$ cat src/pq_regs_pkg.sv
package pq_regs_pkg;

  // ****************************************************
  // Widths
  // ****************************************************
  localparam int ADDR_W = 12;
  localparam int DATA_W = 32;

  // ****************************************************
  // Register word addresses
  // ****************************************************
  localparam logic [11:0] ADDR_STATUS_SECOND = 12'h403;
  localparam logic [11:0] ADDR_EVENT_FLAGS = 12'h404;
  localparam logic [11:0] ADDR_IRQ_ENABLE_FIRST = 12'h405;
  localparam logic [11:0] ADDR_IRQ_ENABLE_SECOND = 12'h406;
  localparam logic [11:0] ADDR_EVENT_ENABLE = 12'h407;
  localparam logic [11:0] ADDR_OVERCURRENT_THRESHOLD = 12'h409;
  localparam logic [11:0] ADDR_OVERCURRENT_CAPTURE_A = 12'h40A;
  localparam logic [11:0] ADDR_OVERCURRENT_CAPTURE_B = 12'h40B;
  localparam logic [11:0] ADDR_OVERCURRENT_CAPTURE_C = 12'h40C;
  localparam logic [11:0] ADDR_OVERCURRENT_CAPTURE_N = 12'h40D;
  localparam logic [11:0] ADDR_USER_LINE_PERIOD = 12'h40E;
  localparam logic [11:0] ADDR_FUNDAMENTAL_LEVEL = 12'h40F;
  localparam logic [11:0] ADDR_SAG_THRESHOLD = 12'h410;
  localparam logic [11:0] ADDR_SAG_CAPTURE_A = 12'h411;
  localparam logic [11:0] ADDR_SAG_CAPTURE_B = 12'h412;
  localparam logic [11:0] ADDR_SAG_CAPTURE_C = 12'h413;
  localparam logic [11:0] ADDR_SURGE_THRESHOLD = 12'h414;
  localparam logic [11:0] ADDR_SURGE_CAPTURE_A = 12'h415;
  localparam logic [11:0] ADDR_SURGE_CAPTURE_B = 12'h416;
  localparam logic [11:0] ADDR_SURGE_CAPTURE_C = 12'h417;
  localparam logic [11:0] ADDR_LINE_PERIOD_A = 12'h418;
  localparam logic [11:0] ADDR_LINE_PERIOD_B = 12'h419;
  localparam logic [11:0] ADDR_LINE_PERIOD_C = 12'h41A;
  localparam logic [11:0] ADDR_LINE_PERIOD_COMBINED = 12'h41B;
  localparam logic [11:0] ADDR_ACTIVE_NOLOAD_THRESHOLD = 12'h41C;
  localparam logic [11:0] ADDR_LAST_DATA = 12'h423;

  // ****************************************************
  // Reset values
  // ****************************************************
  localparam logic [31:0] RST_ZERO = 32'h00000000;
  localparam logic [31:0] RST_OVERCURRENT_THRESHOLD = 32'h00FFFFFF;
  localparam logic [31:0] RST_USER_LINE_PERIOD = 32'h00500000;
  localparam logic [31:0] RST_FUNDAMENTAL_LEVEL = 32'h00045D45;
  localparam logic [31:0] RST_SAG_THRESHOLD = 32'h00000000;
  localparam logic [31:0] RST_SAG_CAPTURE = 32'h007FFFFF;
  localparam logic [31:0] RST_SURGE_THRESHOLD = 32'h00FFFFFF;
  localparam logic [31:0] RST_LINE_PERIOD = 32'h00A00000;
  localparam logic [31:0] RST_ACTIVE_NOLOAD = 32'h0000FFFF;

  // ****************************************************
  // Serial frame layout
  // ****************************************************
  localparam logic [5:0] CMD_LAST_BIT = 6'h0F;
  localparam logic [5:0] FRAME_LAST_BIT = 6'h2F;
  localparam int CMD_ADDR_LSB = 4;
  localparam int CMD_READ_BIT = 3;

  typedef enum logic [1:0] {
    PH_CMD = 2'b00,
    PH_DATA = 2'b01,
    PH_DONE = 2'b10
  } spi_phase_t;

  typedef enum logic {
    CMP_ABOVE = 1'b0,
    CMP_BELOW = 1'b1
  } cmp_mode_t;

endpackage

$ cat src/threshold_capture.sv
`timescale 1ns/1ps
module threshold_capture
  import pq_regs_pkg::*;
#(
  parameter logic [31:0] RESET_VALUE = 32'h00000000,
  parameter cmp_mode_t MODE = CMP_ABOVE
)(
  input wire logic i_clk, // System clock
  input wire logic i_rst_n, // Synchronised reset
  input wire logic i_strobe, // New half-cycle rms value
  input wire logic i_enable, // Capture allowed
  input wire logic [31:0] i_value, // Half-cycle rms
  input wire logic [31:0] i_threshold, // Compare level
  output logic [31:0] o_value // Captured value
);
  typedef struct packed {
    logic [31:0] value;
  } cap_state_t;

  cap_state_t q_reg;
  cap_state_t q_next;
  logic hit;

  always_comb
  begin
    q_next = q_reg;
    if (MODE == CMP_ABOVE)
      hit = i_value > i_threshold;
    else
      hit = i_value < i_threshold;
    if (i_strobe && i_enable && hit)
      q_next.value = i_value;
  end

  always_ff @(posedge i_clk or negedge i_rst_n)
  begin
    if (!i_rst_n)
      q_reg <= '{value: RESET_VALUE};
    else
      q_reg <= q_next;
  end

  assign o_value = q_reg.value;
endmodule

$ cat src/spi_frame_engine.sv
`timescale 1ns/1ps
module spi_frame_engine
  import pq_regs_pkg::*;
(
  input wire logic i_clk, // System clock
  input wire logic i_rst_n, // Synchronised reset
  input wire logic i_sclk, // Serial clock
  input wire logic i_cs_n, // Chip select
  input wire logic i_mosi, // Serial data in
  output logic o_miso, // Serial data out
  output logic o_cmd_valid, // Command word taken
  output logic [11:0] o_addr, // Word address
  output logic o_read, // Frame is a read
  input wire logic [31:0] i_rd_data, // Read word for o_addr
  output logic o_word_valid, // Data word complete
  output logic [31:0] o_word // Received data word
);
  typedef struct packed {
    logic sclk_q;
    spi_phase_t phase;
    logic [5:0] cnt;
    logic [31:0] shift_in;
    logic [31:0] shift_out;
    logic [11:0] addr;
    logic read;
    logic miso;
    logic cmd_valid;
    logic load_pend;
    logic word_valid;
    logic [31:0] word;
  } spi_state_t;

  spi_state_t q_reg;
  spi_state_t q_next;
  logic rise;
  logic fall;

  // SCLK is oversampled, so it must stay below a quarter of the clock
  always_comb
  begin
    q_next = q_reg;
    q_next.cmd_valid = 1'b0;
    q_next.word_valid = 1'b0;
    q_next.sclk_q = i_sclk;
    rise = i_sclk & ~q_reg.sclk_q;
    fall = ~i_sclk & q_reg.sclk_q;
    if (q_reg.load_pend)
    begin
      q_next.shift_out = i_rd_data;
      q_next.load_pend = 1'b0;
    end
    if (i_cs_n)
    begin
      q_next.phase = PH_CMD;
      q_next.cnt = 6'h00;
      q_next.load_pend = 1'b0;
    end
    else if (rise)
    begin
      q_next.shift_in = {q_reg.shift_in[30:0], i_mosi};
      q_next.cnt = q_reg.cnt + 6'h01;
      case (q_reg.phase)
        PH_CMD:
          if (q_reg.cnt == CMD_LAST_BIT)
          begin
            q_next.addr = q_next.shift_in[CMD_ADDR_LSB +: ADDR_W];
            q_next.read = q_next.shift_in[CMD_READ_BIT];
            q_next.cmd_valid = 1'b1;
            q_next.load_pend = 1'b1;
            q_next.phase = PH_DATA;
          end
        PH_DATA:
          if (q_reg.cnt == FRAME_LAST_BIT)
          begin
            q_next.word = q_next.shift_in;
            q_next.word_valid = 1'b1;
            q_next.phase = PH_DONE;
          end
        PH_DONE:
          q_next.cnt = q_reg.cnt;
        default:
          q_next.phase = PH_DONE;
      endcase
    end
    else if (fall && q_reg.phase == PH_DATA)
    begin
      q_next.miso = q_reg.shift_out[31];
      q_next.shift_out = {q_reg.shift_out[30:0], 1'b0};
    end
  end

  always_ff @(posedge i_clk or negedge i_rst_n)
  begin
    if (!i_rst_n)
      q_reg <= '0;
    else
      q_reg <= q_next;
  end

  assign o_miso = q_reg.miso;
  assign o_cmd_valid = q_reg.cmd_valid;
  assign o_addr = q_reg.addr;
  assign o_read = q_reg.read;
  assign o_word_valid = q_reg.word_valid;
  assign o_word = q_reg.word;
endmodule

$ cat src/power_quality_event_registers.sv
// Function
// - Phase overcurrent capture when enabled and above threshold
// - Neutral overcurrent capture uses the shared threshold
// - User period replaces measured period when selected
// - Dip records half-cycle voltage per phase
// - Swell records half-cycle voltage per phase
// - Per-phase and combined line periods, read only
// - Active no-load threshold feeds both power paths
// - Fundamental level feeds fundamental computations
// - Two interrupt enables, one event enable
// - Serial port access; last word kept
`timescale 1ns/1ps
module power_quality_event_registers
  import pq_regs_pkg::*;
(
  input wire logic I_SYS_CLK, // 100 MHz clock
  input wire logic I_RSTN, // Async reset
  input wire logic I_SCLK, // Serial clock
  input wire logic I_CS_N, // Serial select
  input wire logic I_MOSI, // Serial data in
  output logic O_MISO, // Serial data out
  input wire logic I_HALF_CYCLE_STROBE, // New half rms
  input wire logic [31:0] I_HALF_CYCLE_CURRENT_RMS_A, // Ia
  input wire logic [31:0] I_HALF_CYCLE_CURRENT_RMS_B, // Ib
  input wire logic [31:0] I_HALF_CYCLE_CURRENT_RMS_C, // Ic
  input wire logic [31:0] I_HALF_CYCLE_CURRENT_RMS_NEUTRAL, // In
  input wire logic [31:0] I_HALF_CYCLE_VOLTAGE_RMS_A, // Va
  input wire logic [31:0] I_HALF_CYCLE_VOLTAGE_RMS_B, // Vb
  input wire logic [31:0] I_HALF_CYCLE_VOLTAGE_RMS_C, // Vc
  input wire logic I_OVERCURRENT_ENABLE_A, // Phase A
  input wire logic I_OVERCURRENT_ENABLE_B, // Phase B
  input wire logic I_OVERCURRENT_ENABLE_C, // Phase C
  input wire logic I_OVERCURRENT_ENABLE_NEUTRAL, // Neutral
  input wire logic I_USER_PERIOD_SELECT, // Use user period
  input wire logic I_PERIOD_STROBE, // New periods
  input wire logic [31:0] I_MEASURED_PERIOD_A, // Phase A
  input wire logic [31:0] I_MEASURED_PERIOD_B, // Phase B
  input wire logic [31:0] I_MEASURED_PERIOD_C, // Phase C
  input wire logic [31:0] I_MEASURED_PERIOD_COMBINED, // All
  input wire logic [31:0] I_STATUS_SECOND_SET, // Set pulses
  input wire logic [31:0] I_EVENT_FLAGS, // Event levels
  output logic [31:0] O_STATUS_SECOND, // Status bits
  output logic [31:0] O_IRQ_ENABLE_FIRST, // Enable 0
  output logic [31:0] O_IRQ_ENABLE_SECOND, // Enable 1
  output logic [31:0] O_EVENT_ENABLE, // Event enable
  output logic [31:0] O_LINE_PERIOD_USED, // Period in use
  output logic [31:0] O_FUNDAMENTAL_LEVEL, // Level
  output logic [31:0] O_ACTIVE_NOLOAD_THRESHOLD // No-load
);

  // ****************************************************
  // Reset release
  // ****************************************************
  logic rst_meta;
  logic rst_sync_n;

  // Assertion is immediate, release is clean after two edges
  always_ff @(posedge I_SYS_CLK or negedge I_RSTN)
  begin
    if (!I_RSTN)
    begin
      rst_meta <= 1'b0;
      rst_sync_n <= 1'b0;
    end
    else
    begin
      rst_meta <= 1'b1;
      rst_sync_n <= rst_meta;
    end
  end

  // ****************************************************
  // Serial port
  // ****************************************************
  logic cmd_valid;
  logic [11:0] spi_addr;
  logic spi_read;
  logic [31:0] rd_mux;
  logic word_valid;
  logic [31:0] spi_word;

  spi_frame_engine u_spi (
    .i_clk(I_SYS_CLK),
    .i_rst_n(rst_sync_n),
    .i_sclk(I_SCLK),
    .i_cs_n(I_CS_N),
    .i_mosi(I_MOSI),
    .o_miso(O_MISO),
    .o_cmd_valid(cmd_valid),
    .o_addr(spi_addr),
    .o_read(spi_read),
    .i_rd_data(rd_mux),
    .o_word_valid(word_valid),
    .o_word(spi_word)
  );

  // ****************************************************
  // Register state
  // ****************************************************
  typedef struct packed {
    logic [31:0] status_second;
    logic [31:0] irq_enable_first;
    logic [31:0] irq_enable_second;
    logic [31:0] event_enable;
    logic [31:0] overcurrent_threshold;
    logic [31:0] user_line_period;
    logic [31:0] fundamental_level;
    logic [31:0] sag_threshold;
    logic [31:0] surge_threshold;
    logic [31:0] active_noload_threshold;
    logic [31:0] line_period_a;
    logic [31:0] line_period_b;
    logic [31:0] line_period_c;
    logic [31:0] line_period_combined;
    logic [31:0] line_period_used;
    logic [31:0] last_data;
    logic [31:0] read_snap;
    logic cmd_d;
  } reg_state_t;

  localparam reg_state_t STATE_RESET = '{
    status_second: RST_ZERO,
    irq_enable_first: RST_ZERO,
    irq_enable_second: RST_ZERO,
    event_enable: RST_ZERO,
    overcurrent_threshold: RST_OVERCURRENT_THRESHOLD,
    user_line_period: RST_USER_LINE_PERIOD,
    fundamental_level: RST_FUNDAMENTAL_LEVEL,
    sag_threshold: RST_SAG_THRESHOLD,
    surge_threshold: RST_SURGE_THRESHOLD,
    active_noload_threshold: RST_ACTIVE_NOLOAD,
    line_period_a: RST_LINE_PERIOD,
    line_period_b: RST_LINE_PERIOD,
    line_period_c: RST_LINE_PERIOD,
    line_period_combined: RST_LINE_PERIOD,
    line_period_used: RST_LINE_PERIOD,
    last_data: RST_ZERO,
    read_snap: RST_ZERO,
    cmd_d: 1'b0
  };

  reg_state_t s_reg;
  reg_state_t s_next;

  // ****************************************************
  // Capture units
  // ****************************************************
  logic [31:0] oc_cap_a;
  logic [31:0] oc_cap_b;
  logic [31:0] oc_cap_c;
  logic [31:0] oc_cap_n;
  logic [31:0] sag_cap_a;
  logic [31:0] sag_cap_b;
  logic [31:0] sag_cap_c;
  logic [31:0] surge_cap_a;
  logic [31:0] surge_cap_b;
  logic [31:0] surge_cap_c;

  threshold_capture #(.RESET_VALUE(RST_ZERO), .MODE(CMP_ABOVE)) u_oc_a (
    .i_clk(I_SYS_CLK),
    .i_rst_n(rst_sync_n),
    .i_strobe(I_HALF_CYCLE_STROBE),
    .i_enable(I_OVERCURRENT_ENABLE_A),
    .i_value(I_HALF_CYCLE_CURRENT_RMS_A),
    .i_threshold(s_reg.overcurrent_threshold),
    .o_value(oc_cap_a)
  );

  threshold_capture #(.RESET_VALUE(RST_ZERO), .MODE(CMP_ABOVE)) u_oc_b (
    .i_clk(I_SYS_CLK),
    .i_rst_n(rst_sync_n),
    .i_strobe(I_HALF_CYCLE_STROBE),
    .i_enable(I_OVERCURRENT_ENABLE_B),
    .i_value(I_HALF_CYCLE_CURRENT_RMS_B),
    .i_threshold(s_reg.overcurrent_threshold),
    .o_value(oc_cap_b)
  );

  threshold_capture #(.RESET_VALUE(RST_ZERO), .MODE(CMP_ABOVE)) u_oc_c (
    .i_clk(I_SYS_CLK),
    .i_rst_n(rst_sync_n),
    .i_strobe(I_HALF_CYCLE_STROBE),
    .i_enable(I_OVERCURRENT_ENABLE_C),
    .i_value(I_HALF_CYCLE_CURRENT_RMS_C),
    .i_threshold(s_reg.overcurrent_threshold),
    .o_value(oc_cap_c)
  );

  threshold_capture #(.RESET_VALUE(RST_ZERO), .MODE(CMP_ABOVE)) u_oc_n (
    .i_clk(I_SYS_CLK),
    .i_rst_n(rst_sync_n),
    .i_strobe(I_HALF_CYCLE_STROBE),
    .i_enable(I_OVERCURRENT_ENABLE_NEUTRAL),
    .i_value(I_HALF_CYCLE_CURRENT_RMS_NEUTRAL),
    .i_threshold(s_reg.overcurrent_threshold),
    .o_value(oc_cap_n)
  );

  // Dip and swell are judged per phase against the shared levels
  threshold_capture #(.RESET_VALUE(RST_SAG_CAPTURE), .MODE(CMP_BELOW))
    u_sag_a (
    .i_clk(I_SYS_CLK),
    .i_rst_n(rst_sync_n),
    .i_strobe(I_HALF_CYCLE_STROBE),
    .i_enable(1'b1),
    .i_value(I_HALF_CYCLE_VOLTAGE_RMS_A),
    .i_threshold(s_reg.sag_threshold),
    .o_value(sag_cap_a)
  );

  threshold_capture #(.RESET_VALUE(RST_SAG_CAPTURE), .MODE(CMP_BELOW))
    u_sag_b (
    .i_clk(I_SYS_CLK),
    .i_rst_n(rst_sync_n),
    .i_strobe(I_HALF_CYCLE_STROBE),
    .i_enable(1'b1),
    .i_value(I_HALF_CYCLE_VOLTAGE_RMS_B),
    .i_threshold(s_reg.sag_threshold),
    .o_value(sag_cap_b)
  );

  threshold_capture #(.RESET_VALUE(RST_SAG_CAPTURE), .MODE(CMP_BELOW))
    u_sag_c (
    .i_clk(I_SYS_CLK),
    .i_rst_n(rst_sync_n),
    .i_strobe(I_HALF_CYCLE_STROBE),
    .i_enable(1'b1),
    .i_value(I_HALF_CYCLE_VOLTAGE_RMS_C),
    .i_threshold(s_reg.sag_threshold),
    .o_value(sag_cap_c)
  );

  threshold_capture #(.RESET_VALUE(RST_ZERO), .MODE(CMP_ABOVE)) u_surge_a (
    .i_clk(I_SYS_CLK),
    .i_rst_n(rst_sync_n),
    .i_strobe(I_HALF_CYCLE_STROBE),
    .i_enable(1'b1),
    .i_value(I_HALF_CYCLE_VOLTAGE_RMS_A),
    .i_threshold(s_reg.surge_threshold),
    .o_value(surge_cap_a)
  );

  threshold_capture #(.RESET_VALUE(RST_ZERO), .MODE(CMP_ABOVE)) u_surge_b (
    .i_clk(I_SYS_CLK),
    .i_rst_n(rst_sync_n),
    .i_strobe(I_HALF_CYCLE_STROBE),
    .i_enable(1'b1),
    .i_value(I_HALF_CYCLE_VOLTAGE_RMS_B),
    .i_threshold(s_reg.surge_threshold),
    .o_value(surge_cap_b)
  );

  threshold_capture #(.RESET_VALUE(RST_ZERO), .MODE(CMP_ABOVE)) u_surge_c (
    .i_clk(I_SYS_CLK),
    .i_rst_n(rst_sync_n),
    .i_strobe(I_HALF_CYCLE_STROBE),
    .i_enable(1'b1),
    .i_value(I_HALF_CYCLE_VOLTAGE_RMS_C),
    .i_threshold(s_reg.surge_threshold),
    .o_value(surge_cap_c)
  );

  // ****************************************************
  // Read decode
  // ****************************************************
  always_comb
  begin
    case (spi_addr)
      ADDR_STATUS_SECOND: rd_mux = s_reg.status_second;
      ADDR_EVENT_FLAGS: rd_mux = I_EVENT_FLAGS;
      ADDR_IRQ_ENABLE_FIRST: rd_mux = s_reg.irq_enable_first;
      ADDR_IRQ_ENABLE_SECOND: rd_mux = s_reg.irq_enable_second;
      ADDR_EVENT_ENABLE: rd_mux = s_reg.event_enable;
      ADDR_OVERCURRENT_THRESHOLD: rd_mux = s_reg.overcurrent_threshold;
      ADDR_OVERCURRENT_CAPTURE_A: rd_mux = oc_cap_a;
      ADDR_OVERCURRENT_CAPTURE_B: rd_mux = oc_cap_b;
      ADDR_OVERCURRENT_CAPTURE_C: rd_mux = oc_cap_c;
      ADDR_OVERCURRENT_CAPTURE_N: rd_mux = oc_cap_n;
      ADDR_USER_LINE_PERIOD: rd_mux = s_reg.user_line_period;
      ADDR_FUNDAMENTAL_LEVEL: rd_mux = s_reg.fundamental_level;
      ADDR_SAG_THRESHOLD: rd_mux = s_reg.sag_threshold;
      ADDR_SAG_CAPTURE_A: rd_mux = sag_cap_a;
      ADDR_SAG_CAPTURE_B: rd_mux = sag_cap_b;
      ADDR_SAG_CAPTURE_C: rd_mux = sag_cap_c;
      ADDR_SURGE_THRESHOLD: rd_mux = s_reg.surge_threshold;
      ADDR_SURGE_CAPTURE_A: rd_mux = surge_cap_a;
      ADDR_SURGE_CAPTURE_B: rd_mux = surge_cap_b;
      ADDR_SURGE_CAPTURE_C: rd_mux = surge_cap_c;
      ADDR_LINE_PERIOD_A: rd_mux = s_reg.line_period_a;
      ADDR_LINE_PERIOD_B: rd_mux = s_reg.line_period_b;
      ADDR_LINE_PERIOD_C: rd_mux = s_reg.line_period_c;
      ADDR_LINE_PERIOD_COMBINED: rd_mux = s_reg.line_period_combined;
      ADDR_ACTIVE_NOLOAD_THRESHOLD:
        rd_mux = s_reg.active_noload_threshold;
      ADDR_LAST_DATA: rd_mux = s_reg.last_data;
      default: rd_mux = RST_ZERO;
    endcase
  end

  // ****************************************************
  // Next state
  // ****************************************************
  always_comb
  begin
    s_next = s_reg;
    s_next.cmd_d = cmd_valid;
    // Read word is frozen one cycle after the shifter loads it
    if (s_reg.cmd_d)
      s_next.read_snap = rd_mux;
    if (I_PERIOD_STROBE)
    begin
      s_next.line_period_a = I_MEASURED_PERIOD_A;
      s_next.line_period_b = I_MEASURED_PERIOD_B;
      s_next.line_period_c = I_MEASURED_PERIOD_C;
      s_next.line_period_combined = I_MEASURED_PERIOD_COMBINED;
    end
    if (word_valid)
    begin
      if (spi_read)
        s_next.last_data = s_reg.read_snap;
      else
        s_next.last_data = spi_word;
    end
    if (word_valid && !spi_read)
    begin
      case (spi_addr)
        ADDR_STATUS_SECOND:
          s_next.status_second = s_reg.status_second & ~spi_word;
        ADDR_IRQ_ENABLE_FIRST: s_next.irq_enable_first = spi_word;
        ADDR_IRQ_ENABLE_SECOND:
          s_next.irq_enable_second = spi_word;
        ADDR_EVENT_ENABLE: s_next.event_enable = spi_word;
        ADDR_OVERCURRENT_THRESHOLD: s_next.overcurrent_threshold = spi_word;
        ADDR_USER_LINE_PERIOD: s_next.user_line_period = spi_word;
        ADDR_FUNDAMENTAL_LEVEL: s_next.fundamental_level = spi_word;
        ADDR_SAG_THRESHOLD: s_next.sag_threshold = spi_word;
        ADDR_SURGE_THRESHOLD: s_next.surge_threshold = spi_word;
        ADDR_ACTIVE_NOLOAD_THRESHOLD:
          s_next.active_noload_threshold = spi_word;
        default: s_next.last_data = s_next.last_data;
      endcase
    end
    // A set arriving with the clear survives it
    s_next.status_second = s_next.status_second | I_STATUS_SECOND_SET;
    if (I_USER_PERIOD_SELECT)
      s_next.line_period_used = s_next.user_line_period;
    else
      s_next.line_period_used = s_next.line_period_combined;
  end

  always_ff @(posedge I_SYS_CLK or negedge rst_sync_n)
  begin
    if (!rst_sync_n)
      s_reg <= STATE_RESET;
    else
      s_reg <= s_next;
  end

  // ****************************************************
  // Outputs
  // ****************************************************
  assign O_STATUS_SECOND = s_reg.status_second;
  assign O_IRQ_ENABLE_FIRST = s_reg.irq_enable_first;
  assign O_IRQ_ENABLE_SECOND = s_reg.irq_enable_second;
  assign O_EVENT_ENABLE = s_reg.event_enable;
  assign O_LINE_PERIOD_USED = s_reg.line_period_used;
  assign O_FUNDAMENTAL_LEVEL = s_reg.fundamental_level;
  assign O_ACTIVE_NOLOAD_THRESHOLD = s_reg.active_noload_threshold;
endmodule

$ cat config.mk
export PLATFORM = sky130hd
export DESIGN_NAME = power_quality_event_registers
export DESIGN_NICKNAME = d
export VERILOG_FILES = /design/src/pq_regs_pkg.sv /design/src/threshold_capture.sv /design/src/spi_frame_engine.sv /design/src/power_quality_event_registers.sv
export SDC_FILE = /design/constraint.sdc
export NUM_CORES = 2
export LEC_CHECK = 0
export ABC_AREA = 1
export ABC_CLOCK_PERIOD_IN_PS = 52000
export BUFFER_PORTS_ARGS = -buffer_cell sky130_fd_sc_hd__buf_2
export CAP_MARGIN = 0
export CELL_PAD_IN_SITES_DETAIL_PLACEMENT = 2
export CELL_PAD_IN_SITES_GLOBAL_PLACEMENT = 2
export CORE_MARGIN = 1
export CORE_UTILIZATION = 38
export DETAILED_ROUTE_END_ITERATION = 8
export PLACE_DENSITY_LB_ADDON = 0.1
export SLEW_MARGIN = 0
export SYNTH_ARGS = -nofsm -noshare
export SYNTH_HDL_FRONTEND = slang
export SYNTH_SLANG_ARGS = --single-unit
$ cat constraint.sdc
create_clock -name I_SYS_CLK -period 52 [get_ports I_SYS_CLK]
set_input_delay 2.6 -clock I_SYS_CLK [delete_from_list [all_inputs] [get_ports I_SYS_CLK]]
set_output_delay 2.6 -clock I_SYS_CLK [all_outputs]
set_load 0.05 [all_outputs]
Word level (Yosys, flattened, before mapping) --
Cells that the tools add are included.
Storage, ports and cells: bits in registers 989, bits in latches 0, bits in writable memories 0, bits in read-only memories 0, input bits 428, output and inout port bits 225, logic and storage cells 165, memories kept 0
Operators by class: add/sub/neg operators 1, $mul 0, div/mod/pow operators 0, order comparisons 10, equality and inequality tests 33, shift-type cells 0, mux-type cells 37, bitwise operators 9, reduce and logical (&&, ||, !) cells 33
Operators with widths (count):
- one-hot mux 32 bit (26 select lines) | 1
- 2-to-1 mux 32 bit | 16
- 2-to-1 mux 320 bit | 1
- equality test 12 x 11 -> 1 bit, second input constant | 26
- greater-than comparator 32 bit | 7
- 2-to-1 mux 33 bit | 3
- less-than comparator 32 bit | 3
- 2-to-1 mux 47 bit | 1
- 2-to-1 mux 40 bit | 1
- 2-to-1 mux 13 bit | 3
- 2-to-1 mux 35 bit | 1
- AND 32 bit | 1
- inverter 32 bit | 1
- OR 32 bit | 1
- AND reduction 2 bit | 10
- logical AND 1 bit | 16
- AND reduction 4 bit | 3
- 2-to-1 mux 2 bit | 4
- 2-to-1 mux 8 bit | 1
- adder 6 x 1 -> 6 bit, second input constant | 1
- equality test 6 x 4 -> 1 bit, second input constant | 1
- equality test 6 bit, second input constant | 1
- 2-to-1 mux 6 bit | 1
- != test 3 x 2 -> 1 bit, second input constant | 2
- 11 further kinds | 17

Depth between registers and ports, before layout --
depth in word-level cells 6, gate-level depth with buffers 16

Cells and area by module --
Synthesis repeated with hierarchy kept, for this count alone.
Second synthesis, totals: cell total of the unflattened synthesis 7591, area, all modules 58592.4 µm²
Modules (own cells, without submodules):
- power_quality_event_registers | instances 1, cells an instance 4190, area an instance 31670.4 µm², sequential area each 13794.5 µm²
- threshold_capture (u_oc_a ...) | instances 7, cells an instance 284, area an instance 2179.6 µm², sequential area each 800.8 µm²
- threshold_capture (u_sag_a ...) | instances 3, cells an instance 269, area an instance 2133.3 µm², sequential area each 829.5 µm²
- spi_frame_engine | instances 1, cells an instance 606, area an instance 5265.0 µm², sequential area each 3002.9 µm²

Least setup slack after synthesis --
OpenSTA, ideal clock, no wires.
kind input to register, start input I_HALF_CYCLE_VOLTAGE_RMS_B[21], end register u_sag_b.q_reg (netlist bit u_sag_b.o_value[23]), library setup time 117 ps, data arrival time 4117 ps, data required time 51883 ps, path slack 47766 ps, stages 10, buffers on the path 1, cells stage by stage ha_1 -> a21oi_1 -> nor2_1 -> a211oi_1 -> o21ai_0 -> a21oi_1 -> nand3_1 -> clkbuf_1 -> nand2_1 -> nand2_1
On the way: word-level cells in the longest chain between the ends 2
RTL lines:
- from (decl) | RTL line power_quality_event_registers.sv:28 | input wire logic [31:0] I_HALF_CYCLE_VOLTAGE_RMS_B,
- less-than comparator 32 bit | RTL line threshold_capture.sv:30 | hit = i_value < i_threshold;
- logical AND 1 bit | RTL line threshold_capture.sv:31 | if (i_strobe && i_enable && hit)
- to (signal assigned) | RTL line threshold_capture.sv:38 | q_reg <= '{value: RESET_VALUE};
- to (signal assigned) | RTL line threshold_capture.sv:40 | q_reg <= q_next;
- to (decl) | RTL line threshold_capture.sv:20 | cap_state_t q_reg;
No other way between the ends. A chain may end at the register's enable or synchronous reset.

Worst setup path in the final report --
start input I_HALF_CYCLE_VOLTAGE_RMS_A[31], end register u_surge_a.q_reg (netlist bit u_surge_a.o_value[0])
On the way: word-level cells in the longest chain between the ends 2
RTL lines:
- from (decl) | RTL line power_quality_event_registers.sv:27 | input wire logic [31:0] I_HALF_CYCLE_VOLTAGE_RMS_A,
- greater-than comparator 32 bit | RTL line threshold_capture.sv:28 | hit = i_value > i_threshold;
- logical AND 1 bit | RTL line threshold_capture.sv:31
- to (signal assigned) | RTL line threshold_capture.sv:38
- to (signal assigned) | RTL line threshold_capture.sv:40
- to (decl) | RTL line threshold_capture.sv:20
No other way between the ends.

==> metrics.yaml <==
synth:
  syn_area_per_cell_um2: 7.95
  synth_area_leaders: "dfrtp_1 (38%), nand2_1 (14%), dfstp_2 (7.4%)"
  synth_flop_cell: "dfrtp_1"
  synth_most_common_cell: "nand2_1"
  syn_nets: 7639
  async_flop_share_pct: 100
  ys_seq_elements: 987
  ys_types: 43
  yosys.area.top_type: "dfrtp_1"
  synthTopCellsByCount: "nand2_1 (2,079), dfrtp_1 (833), nand3_1 (800)"
  yosysSeqAreaShare_pct: 45.4
  ys_warn_count: 0
  synth.top_cell.area_share_pct: 38.0
  syn_area_um2: 54800
  synth_edf_count: 0
  postSynthCellCount: 6893
setup_path:
  path_cells: "buf_2 -> ha_1 -> nand2_1 -> nor2_1 -> nand4_1 -> nor4_1 -> nand2_1 -> nand2_2 -> nand2_2 -> o21ai_0"
  required_ps: 52650
  cp-startpoint: "I_HALF_CYCLE_VOLTAGE_RMS_A[31]"
  regToRegStartpoint: "s_reg[288]"
  cpPeakStageDelay_ps: 900
  critPathSlowestCell: "nor4_1"
  crit_path_start_kind: "input pin"
  end_kind: "flop"
  reg2reg_to: "u_surge_a.o_value[0]"
  critPathArrivalTime_ps: 6680
  crit_type: "in -> reg"
  cp_top_family: "simple AND/OR/NAND/NOR gates"
  reg2reg_slack_ps: 47370
  reg2reg_depth: 10
  crit_fanout: 33
  crit_end: "u_surge_a.o_value[0]"
  cp.depth: 10
  cp_num_buf_inv: 1
sta:
  skew_ps: 26.5
  finalSetupViolations: 0
  min_period_over_period_pct: 11.6
  fmax_mhz: 166
  drv_slew: 0
  tightest_slew_ps: 1300
  relSlewSlack_pct: 13.0
  rsz0062_at_grt: "no"
  finalSetupTns_ps: 0
  final.min_clock_period_ps: 6040
  final-hold-violation-count: 0
  fin_ws_ps: 45960
clock_network:
  clkTransAtPathRegs_ps: 70
  htreeDepth: 3
  cts_sinks: 987
  cts_root_buffer: "clkbuf_16"
  cts-resized-gates: 0
  cts_buffers: 114
  cts_tree: "built"
  clock_path_buffers: 3
  post-cts-setup-buffers: 0
  hold_buffers: 0
  clk_latency_ps: 760
cells_and_area:
  layout-drive-gt1-share_pct: 17.4
  largest_reg_flops: 321
  instances_no_fill: 9134
  num-fill-cells: 16400
  seqCellArea_um2: 24900
  areaGrowthSynthToFinish_pct: 12.8
  final_nets: 7885
  final_cell_area_um2: 61800
  multi_input_area_um2: 25100
grt:
  grt_max_degree: 206
  grt_overflow_total: 0
  grt_pass1_wl_um: 420000
  grt_pass1_vias: 57900
  grtUsageTotal_pct: 40.2
  antenna_found_initial: 17
die:
  die_h_um: 382
  pin_count: 653
  die_x_um: 382
  coreArea_um2: 142000
  die_area_um2: 146000
  rows: 138
  start_util_pct: 38.5
place:
  port_buffers: 652
  pre_cts_ws_ps: 45210
  dpl.hpwl_um: 220000
  place_area_um2: 57900
  dp_cells: 8913
  finalWeightedCongestion: 0.938
flow_run:
  cap_violations: 0
detailed_routing:
  drtIter0Drc: 4230
  avgViaCountPerCell: 5.93
  drt-total-wl_um: 297000
  drtPass1Iterations: 6
  vias: 54200
  drc: 0
  wire_per_inst_um: 32.5
  antenna_left: 0
run_status:
  status: "completed"
pwr:
  powerDensity_nw_per_um2: 31.7
  ir_worst_vdd_mv: 0.0260
  p_leak_nw: 30.6
worst_hold_path:
  min-delay-start: "rst_meta"
  hold_path.class: "reg -> reg"
==> cell families (layout without fill, tap and decap cells) <==
kind of cell / Yosys count / after routing / share of synthesized area, %
flops: 987 / 987 / 45.4
other cells: 1 / 7 / 0.00684
mux: 79 / 79 / 1.62
buf+inv: 1026 / 1371 / 9.03
compound gates: 912 / 912 / 8.97
fa+ha+maj: 318 / 318 / 7.26
simple gates: 3570 / 3570 / 27.7
==> cell type report <==
class                      instances  share of cell area (%)
antenna                            6                  0.0243
sequential                       987                    40.3
inverter                         424                    2.59
timing repair buffer             732                    6.35
clock inverter                    37                   0.721
clock buffer                     178                    5.56
tap                             1890                    3.83
multi-input combinational       4880                    40.6
==> worst min-delay path by stage <==
stage / endpoint / cells past startpoint
finish: rst_sync_n / 0
global route: rst_sync_n / 0
CTS: rst_sync_n / 0
detailed placement: rst_sync_n / 0
global placement: rst_sync_n / 0
floorplan: rst_sync_n / 0
==> power by group <==
part | switching (mW) | internal [mW]
Sequential | 0.0473 | 0.846
Clock | 0.367 | 0.493
Combinational | 0.141 | 0.0679
==> through the flow <==
step           hold WS, ps  utilization [%]  total power [mW]
2_1_floorplan          331                -              1.01
3_3_place_gp           338             40.7              1.09
3_5_place_dp           338             40.7              1.11
4_1_cts                352             43.4              1.96
5_1_grt                363             43.4              2.02
6_report               349             43.4              1.96
==> cell usage in the layout, fill, tap and decap left out, drive strengths merged <==
cell type / netlist / layout
a211oi: 5 / 5
a21o: 1 / 1
a21oi: 219 / 219
a31oi: 24 / 24
a41oi: 2 / 2
and3: 3 / 3
buf: 383 / 732
bufinv: 0 / 8
clkbuf: 219 / 178
clkinv: 1 / 23
clkinvlp: 0 / 3
conb: 1 / 1
dfrtp: 833 / 833
dfstp: 154 / 154
diode: 0 / 6
ha: 318 / 318
inv: 423 / 427
mux2: 79 / 79
nand2: 2086 / 2086
nand3: 802 / 802
nand4: 218 / 218
nor2: 437 / 437
nor3: 14 / 14
nor4: 9 / 9
nor4b: 1 / 1
o211a: 1 / 1
o211ai: 30 / 30
o21a: 14 / 14
o21ai: 574 / 574
o21bai: 20 / 20
o221ai: 1 / 1
o22ai: 20 / 20
o31ai: 1 / 1
==> layer usage <==
metal  routed length, um  GRT usage [%]
met5                  41              0
met4               26500           29.7
met3               19000           7.14
met2              136000           64.2
met1              115000           48.5
Note: power is estimated with default switching activity, not from simulation.
